## src/logic/ep0_ctrl_pkg.sv

```systemverilog
// Package: register map, field layout and engine event types for the endpoint-zero block
package ep0_ctrl_pkg;

  // Register offsets (bank 0)
  localparam logic [7:0] FRAME_NUMBER_HIGH_ADDR     = 8'h32;
  localparam logic [7:0] ENDPOINT_ZERO_CONTROL_ADDR = 8'h36;

  // Control register field positions
  localparam int SETUP_BIT = 7;
  localparam int IN_BIT    = 6;
  localparam int OUT_BIT   = 5;
  localparam int ACKED_BIT = 4;
  localparam int MODE_MSB  = 3;

  // Reset values
  localparam logic [7:0] CONTROL_RESET = 8'h00;
  localparam logic [2:0] FRAME_RESET   = 3'h0;

  // Mode encodings
  localparam logic [3:0] MODE_DISABLE    = 4'h0;
  localparam logic [3:0] MODE_NAK_INOUT  = 4'h1;
  localparam logic [3:0] MODE_STATUS_OUT = 4'h2;
  localparam logic [3:0] MODE_STALL      = 4'h3;
  localparam logic [3:0] MODE_STATUS_IN  = 4'h6;
  localparam logic [3:0] MODE_NAK_OUT    = 4'h8;
  localparam logic [3:0] MODE_ACK_OUT    = 4'h9;
  localparam logic [3:0] MODE_ACK_OUT_SI = 4'hb;
  localparam logic [3:0] MODE_NAK_IN     = 4'hc;
  localparam logic [3:0] MODE_ACK_IN     = 4'hd;
  localparam logic [3:0] MODE_ACK_IN_SO  = 4'hf;

  // Token kinds seen by the engine
  typedef enum logic [1:0] {
    TOK_SETUP,
    TOK_IN,
    TOK_OUT
  } token_e;

  // Handshake answers the engine gives
  typedef enum logic [1:0] {
    RESP_IGNORE,
    RESP_ACK,
    RESP_NAK,
    RESP_STALL
  } resp_e;

  // Events reported by the protocol engine, one-cycle pulses except the frame and eng_mode values
  typedef struct packed {
    logic setup_data_start; // Setup data phase begins
    logic setup_ack_start;  // Device ACK to setup begins
    logic in_acked;         // Host ACKed our IN data
    logic out_acked;        // Last OUT packet ACKed by us
    logic xfer_acked;       // Any transaction ended in ACK
    logic sof_valid;        // Valid start-of-frame token
    logic [10:0] frame;     // Frame count from the token
    logic eng_wr;           // Engine writes control/count
    logic [3:0] eng_mode;   // Mode the engine writes
  } engine_evt_s;

  // Processor register port
  typedef struct packed {
    logic [7:0] addr;
    logic       wr;         // io write strobe
    logic       rd;         // io read strobe
    logic [7:0] wdata;
  } cpu_req_s;

endpackage

```

## src/logic/usb_endpoint0_control_status.sv

```systemverilog
// Endpoint-zero control/status register, write interlock and frame number high bits
`timescale 1ns/1ps
module usb_endpoint0_control_status (
  // Clock and reset
  input  wire logic                       clk,
  input  wire logic                       rstn,
  // Processor register access
  input  wire ep0_ctrl_pkg::cpu_req_s     cpu_req,
  output logic [7:0]                      cpu_rdata,
  // Data register write gating
  input  wire logic                       data_wr_req,
  output logic                            data_wr_allow,
  // Protocol engine events and queries
  input  wire ep0_ctrl_pkg::engine_evt_s  evt,
  input  wire ep0_ctrl_pkg::token_e       tok,
  input  wire logic                       tok_valid,
  input  wire logic                       zero_len,
  input  wire logic                       stall_bit,
  output ep0_ctrl_pkg::resp_e             resp,
  output logic [3:0]                      mode,
  output logic                            locked
);

  logic       setup_q, in_q, out_q, acked_q;
  logic [3:0] mode_q;
  logic       lock_q;
  logic       force_q;
  logic [2:0] frame_hi_q;
  logic [7:0] rdata_q;
  logic       dwa_q;
  ep0_ctrl_pkg::resp_e resp_q;
  logic       ctl_sel, cpu_wr_ok, cpu_rd_ctl;

  // Address decode for the control register
  assign ctl_sel    = cpu_req.addr == ep0_ctrl_pkg::ENDPOINT_ZERO_CONTROL_ADDR;
  assign cpu_rd_ctl = ctl_sel && cpu_req.rd;
  assign cpu_wr_ok  = ctl_sel && cpu_req.wr && !lock_q;

  // Write lock; engine write wins over a same-cycle read release
  always_ff @(posedge clk) begin
    if (!rstn) begin
      lock_q <= 1'b0;
    end else if (evt.eng_wr) begin
      lock_q <= 1'b1;
    end else if (cpu_rd_ctl) begin
      lock_q <= 1'b0;
    end
  end

  // Forced interval of the setup flag
  always_ff @(posedge clk) begin
    if (!rstn) begin
      force_q <= 1'b0;
    end else if (evt.setup_data_start) begin
      force_q <= 1'b1;
    end else if (evt.setup_ack_start) begin
      force_q <= 1'b0;
    end
  end

  // Status flags: hardware set wins over processor clear
  always_ff @(posedge clk) begin
    if (!rstn) begin
      setup_q <= 1'b0;
      in_q    <= 1'b0;
      out_q   <= 1'b0;
      acked_q <= 1'b0;
    end else begin
      if (evt.setup_data_start || force_q) begin
        setup_q <= 1'b1;
      end else if (cpu_wr_ok) begin
        setup_q <= 1'b0;
      end
      if (evt.in_acked) begin
        in_q <= 1'b1;
      end else if (cpu_wr_ok) begin
        in_q <= 1'b0;
      end
      if (evt.out_acked) begin
        out_q <= 1'b1;
      end else if (cpu_wr_ok) begin
        out_q <= 1'b0;
      end
      if (evt.xfer_acked) begin
        acked_q <= 1'b1;
      end else if (cpu_wr_ok) begin
        acked_q <= 1'b0;
      end
    end
  end

  // Mode field: engine writes and auto-updates take priority over processor
  always_ff @(posedge clk) begin
    if (!rstn) begin
      mode_q <= ep0_ctrl_pkg::CONTROL_RESET[ep0_ctrl_pkg::MODE_MSB:0];
    end else if (evt.eng_wr) begin
      mode_q <= evt.eng_mode;
    end else if (evt.out_acked && mode_q == ep0_ctrl_pkg::MODE_ACK_OUT && !stall_bit) begin
      mode_q <= ep0_ctrl_pkg::MODE_NAK_OUT;
    end else if (evt.in_acked && mode_q == ep0_ctrl_pkg::MODE_ACK_IN && !stall_bit) begin
      mode_q <= ep0_ctrl_pkg::MODE_NAK_IN;
    end else if (cpu_wr_ok) begin
      mode_q <= cpu_req.wdata[ep0_ctrl_pkg::MODE_MSB:0];
    end
  end

  // Frame number high bits, captured on each valid start-of-frame
  always_ff @(posedge clk) begin
    if (!rstn) begin
      frame_hi_q <= ep0_ctrl_pkg::FRAME_RESET;
    end else if (evt.sof_valid) begin
      frame_hi_q <= evt.frame[10:8];
    end
  end

  // Read data; reserved frame bits read as zero, writes there are ignored
  always_ff @(posedge clk) begin
    if (!rstn) begin
      rdata_q <= 8'h00;
    end else if (cpu_req.rd) begin
      unique case (cpu_req.addr)
        ep0_ctrl_pkg::ENDPOINT_ZERO_CONTROL_ADDR:
          rdata_q <= {setup_q, in_q, out_q, acked_q, mode_q};
        ep0_ctrl_pkg::FRAME_NUMBER_HIGH_ADDR:
          rdata_q <= {5'h00, frame_hi_q};
        default:
          rdata_q <= 8'h00;
      endcase
    end
  end

  // Data register write gate; stays shut while a setup is pending or forced
  always_ff @(posedge clk) begin
    if (!rstn) begin
      dwa_q <= 1'b0;
    end else begin
      dwa_q <= data_wr_req && !setup_q && !force_q && !lock_q;
    end
  end

  // Handshake choice per mode and token
  always_ff @(posedge clk) begin
    if (!rstn) begin
      resp_q <= ep0_ctrl_pkg::RESP_IGNORE;
    end else if (!tok_valid) begin
      resp_q <= ep0_ctrl_pkg::RESP_IGNORE;
    end else begin
      resp_q <= ep0_ctrl_pkg::RESP_IGNORE;
      unique case (tok)
        ep0_ctrl_pkg::TOK_SETUP: begin
          if (mode_q inside {ep0_ctrl_pkg::MODE_NAK_INOUT, ep0_ctrl_pkg::MODE_STATUS_OUT,
                             ep0_ctrl_pkg::MODE_STALL, ep0_ctrl_pkg::MODE_STATUS_IN,
                             ep0_ctrl_pkg::MODE_ACK_OUT_SI, ep0_ctrl_pkg::MODE_ACK_IN_SO})
            resp_q <= ep0_ctrl_pkg::RESP_ACK;
        end
        ep0_ctrl_pkg::TOK_IN: begin
          unique case (mode_q)
            ep0_ctrl_pkg::MODE_NAK_INOUT, ep0_ctrl_pkg::MODE_NAK_IN:
              resp_q <= ep0_ctrl_pkg::RESP_NAK;
            ep0_ctrl_pkg::MODE_STATUS_OUT, ep0_ctrl_pkg::MODE_STALL:
              resp_q <= ep0_ctrl_pkg::RESP_STALL;
            ep0_ctrl_pkg::MODE_ACK_IN:
              resp_q <= stall_bit ? ep0_ctrl_pkg::RESP_STALL
                                  : ep0_ctrl_pkg::RESP_ACK;
            ep0_ctrl_pkg::MODE_STATUS_IN, ep0_ctrl_pkg::MODE_ACK_OUT_SI,
            ep0_ctrl_pkg::MODE_ACK_IN_SO:
              resp_q <= ep0_ctrl_pkg::RESP_ACK;
            default:
              resp_q <= ep0_ctrl_pkg::RESP_IGNORE;
          endcase
        end
        ep0_ctrl_pkg::TOK_OUT: begin
          unique case (mode_q)
            ep0_ctrl_pkg::MODE_NAK_INOUT, ep0_ctrl_pkg::MODE_NAK_OUT:
              resp_q <= ep0_ctrl_pkg::RESP_NAK;
            ep0_ctrl_pkg::MODE_STALL, ep0_ctrl_pkg::MODE_STATUS_IN:
              resp_q <= ep0_ctrl_pkg::RESP_STALL;
            ep0_ctrl_pkg::MODE_STATUS_OUT, ep0_ctrl_pkg::MODE_ACK_IN_SO:
              resp_q <= zero_len ? ep0_ctrl_pkg::RESP_ACK
                                 : ep0_ctrl_pkg::RESP_STALL;
            ep0_ctrl_pkg::MODE_ACK_OUT:
              resp_q <= stall_bit ? ep0_ctrl_pkg::RESP_STALL
                                  : ep0_ctrl_pkg::RESP_ACK;
            ep0_ctrl_pkg::MODE_ACK_OUT_SI:
              resp_q <= ep0_ctrl_pkg::RESP_ACK;
            default:
              resp_q <= ep0_ctrl_pkg::RESP_IGNORE;
          endcase
        end
        default:
          resp_q <= ep0_ctrl_pkg::RESP_IGNORE;
      endcase
    end
  end

  // Outputs straight from flip-flops
  assign cpu_rdata     = rdata_q;
  assign data_wr_allow = dwa_q;
  assign resp          = resp_q;
  assign mode          = mode_q;
  assign locked        = lock_q;

endmodule

```

## config.mk

```make
export PLATFORM = sky130hd
export DESIGN_NAME = usb_endpoint0_control_status
export DESIGN_NICKNAME = d
export VERILOG_FILES = /design/src/logic/ep0_ctrl_pkg.sv /design/src/logic/usb_endpoint0_control_status.sv
export SDC_FILE = /design/constraint.sdc
export NUM_CORES = 1
export LEC_CHECK = 0
export ABC_AREA = 0
export BUFFER_PORTS_ARGS = -buffer_cell sky130_fd_sc_hd__buf_2
export CAP_MARGIN = 15
export CORE_UTILIZATION = 47
export DETAILED_ROUTE_END_ITERATION = 7
export PLACE_DENSITY = 0.83
export SKIP_LAST_GASP = 1
export SLEW_MARGIN = 15
export SYNTH_ARGS = -nofsm -noshare
export SYNTH_HDL_FRONTEND = slang
export SYNTH_SLANG_ARGS = --single-unit
```

## constraint.sdc

```tcl
create_clock -name clk -period 2.6 [get_ports clk]
set_input_delay 0.13 -clock clk [delete_from_list [all_inputs] [get_ports clk]]
set_output_delay 0.13 -clock clk [all_outputs]
set_load 0.005 [all_outputs]
```

==> implementation parameters <==
Parameter                              Value

Run status
  Outcome ... finished clean

Clock network
  TritonCTS clock tree ... yes
  CTS Buffer Depth ... 2
  Count of instances resized after the clock tree is built ... 0
  Number of buffers created by CTS ... 3
  Number of buffers inserted for hold repair after clock tree synthesis ... 0
  Root buffer cell ... clkbuf_4
  Latest clock arrival within the worst-skew pair ... 320 ps
  Post-CTS setup-driven buffer insertion count ... 0
  Num Clock Sinks ... 24
  H-tree depth reported by CTS ... 1
  Clock input transition at the sequential cells of the worst setup and hold paths ... 140 ps

Detailed routing
  Antenna viol nets, final ... 0
  Initial detailed-routing violation count ... 25
  DRC violations left ... 0
  Wire length after detailed routing ... 2908 µm
  Wire per inst ... 13.59 µm
  Routed vias/inst ... 5.561
  Via Count ... 1190
  DR pass1 iterations ... 4

Power
  Power share of the clock group ... 34.6%
  VDD IR max ... 0.3358 mV
  Switching power summed over all nets ... 189.4 µW
  Power share of the combinational group ... 14.0%
  Power per unit of standard cell area ... 520.9 mW/mm²
  Power share of the sequential group ... 51.4%
  Internal power summed over all cells ... 596.0 µW
  Leakage power figure ... 0.6551 nW
  Net switching share of the total power ... 24.11%

STA
  Unrepaired setup endpoints after global routing ... no
  Worst rel slew slack ... 51.63%
  Slew Viols, Final ... 0
  Clock Skews ... 9.144 ps
  Highest achievable clock rate ... 535.6 MHz
  Final setup violation count ... 0
  Final hold vios ... 0
  Setup Total Neg Slack ... 0 ps
  Slew of the pin with the lowest slew margin ... 718.9 ps
  Minimum clock period ... 1867 ps
  Final critical-path share of the clock period ... 71.81%

Min path
  Path class of the lowest-slack min-delay path ... in -> reg
  Depth of the worst hold-timing path ... 3
  Start point of the worst hold path ... data_wr_req

Worst setup path
  Startpoint-to-endpoint class of the critical path ... reg -> reg
  Worst reg2reg path startpoint ... mode[0]$_SDFFE_PN0P_
  CP Launch Type ... flip-flop
  Worst path required time ... 2830 ps
  Endpoint class of the critical path ... flip-flop
  Critical-path maximum fanout ... 15
  Logic depth of the worst register-to-register path ... 4
  Timing startpoint of the critical path ... mode[0]$_SDFFE_PN0P_
  Arrival time at the worst endpoint ... 2100 ps

Cells and area
  Post-route core utilization ... 61.42%
  Post-route insts no fill ... 214
  Final-layout fill cell count ... 212
  Ant diodes ... 0
  Post-route design area ... 0.001508 mm²
  Layout overhead on the synthesized area ... 24.87%
  Number of nets in the finished design ... 233
  Share of post-route cells with drive strength above 1 ... 34.24%

Global routing
  Antenna violations before repair ... 0
  First-pass GRT wire length ... 4616 µm
  GR Overflow Total ... 0
  Pin count of the biggest net entering global routing ... 24
  All-layer global routing usage ... 22.36%
  Number of global-route vias before repair ... 1092

Place
  Area after detailed placement ... 0.001455 mm²
  Count of placed standard cells including taps ... 210
  Count of port buffers added during placement ... 51
  GPL Wtd Cong ... 0.8504
  Final HPWL from detailed placement ... 2126 µm

Synth
  Syn Inst Count ... 138
  Cell types with the largest area share after synthesis ... dfxtp_1 (40%), nor2b_1 (7.3%), a21oi_1 (5.0%)
  Post-synthesis average cell area ... 8.749 µm²
  Synthesized netlist net count ... 186
  Sequential cell area fraction in the yosys report ... 39.79%
  Post-synth top area share ... 39.79%
  Async set-or-reset flop fraction in the synthesized netlist ... 0%
  Yosys warning total ... 0
  Summed instance area of the synthesized netlist ... 0.001207 mm²
  Main synth FF type ... dfxtp_1
  Post-synthesis sequential element count ... 24
  Cell type with the highest aggregate area in the netlist ... dfxtp_1
  Number of synthesized flops with an enable pin ... 0
  Yosys cell types ... 38

Die
  Placeable core region ... 0.002455 mm²
  I/O pin total ... 64
  Overall die width ... 52.69 µm
  DIE HEIGHT ... 52.69 µm
  Die area ... 0.002776 mm²
  Initial core utilization ... 49.18%
  Rows ... 18

Flow run
  Max-cap viol count ... 0
## through the flow
stage | power, mW | setup WS (ps) | hold slack, ps
2_1_floorplan | 0.4716 | 888.5 | 249.4
4_1_cts | 0.7871 | 747.7 | 9.634
3_5_place_dp | 0.5198 | 729.4 | 363.7
5_1_grt | 0.8205 | 579.2 | 9.625
6_report | 0.7854 | 732.9 | 13.49
3_3_place_gp | 0.5145 | 768.5 | 361.6
## cell usage in the layout (no fill, tap or decap), types with 3 or more instances in the layout
cell and instances:
nor2b_1 14, mux2i_1 6, clkbuf_4 3, a32oi_1 5, nor3_1 3, dfxtp_1 24, a31oi_1 3, nand2_1 12
buf_2 51, a21oi_1 12, o31ai_1 3, o21ai_0 10, nor2_1 3, inv_1 5, nand2b_1 3
## critical path: stages (launching register included)
cell and delay (ps):
dfxtp_1 620, nor4bb_1 590, a21o_1 230, nor3_1 70, nor4b_2 280
## state kept, by name, indices dropped and copies added (netlist names)
signal / cells
cpu_rdata: 8
in_q: 1
setup_q: 1
frame_hi_q: 3
out_q: 1
data_wr_allow: 1
locked: 1
resp: 2
acked_q: 1
force_q: 1
mode: 4
## power by group through the flow
stage	Sequential (mW)	Clock, mW	Combinational (mW)
CTS	0.404	0.274	0.109
global route	0.407	0.291	0.123
floorplan	0.401	0	0.0707
finish	0.404	0.271	0.110
detailed placement	0.412	0	0.108
global placement	0.411	0	0.103
## per-layer routing
metal | wire length [µm] | global-route usage [%] | part of all wire (%) | vias to the layer above
met4 | 28 | 5.702 | 0.96 | 0
met2 | 1490 | 39.87 | 51 | 52
met5 | 0 | 0 | 0 | -
met1 | 1223 | 26.26 | 42 | 539
li1 | - | - | - | 595
met3 | 166 | 5.507 | 5.7 | 4
## path summary, 6_finish.rpt
kind / to / slack [ps]
worst max-delay path: mode[2]$_SDFFE_PN0P_ / 730
worst min-delay path: data_wr_allow$_SDFF_PN0_ / 10
worst max register to register: mode[2]$_SDFFE_PN0P_ / 730
worst min register to register: cpu_rdata[2]$_SDFFE_PN0P_ / 470
## area by class of cell
class / count / area (µm²) / share of cell area [%]
Multi-Input combinational cell: 100 / 663.1 / 43.98
Sequential cell: 24 / 480.5 / 31.87
Timing Repair Buffer: 51 / 255.2 / 16.93
Tap cell: 30 / 37.54 / 2.490
Clock inverter: 1 / 30.03 / 1.992
Clock buffer: 3 / 22.52 / 1.494
Inverter: 5 / 18.77 / 1.245
## cells in the mapped netlist, types with 2 or more instances
cell type	count
inv_1	5
o21ai_0	10
nand2_1	12
a211oi_1	2
a31oi_1	3
nor2b_1	14
clkbuf_1	7
dfxtp_1	24
o22ai_1	2
mux2i_1	6
a32oi_1	5
nor3_1	3
nor2_1	3
o31ai_1	3
nor4_1	2
mux2_2	2
a21oi_1	12
nand2b_1	3
## kinds of logic after synthesis
family | share of synthesized area [%]
multiplexers | 6.839
flip-flops | 39.79
AO/OA/AOI/OAI | 23.21
buffers and inverters | 5.286
AND/OR/NAND/NOR | 24.87
Note: power is estimated with default switching activity, not from simulation.
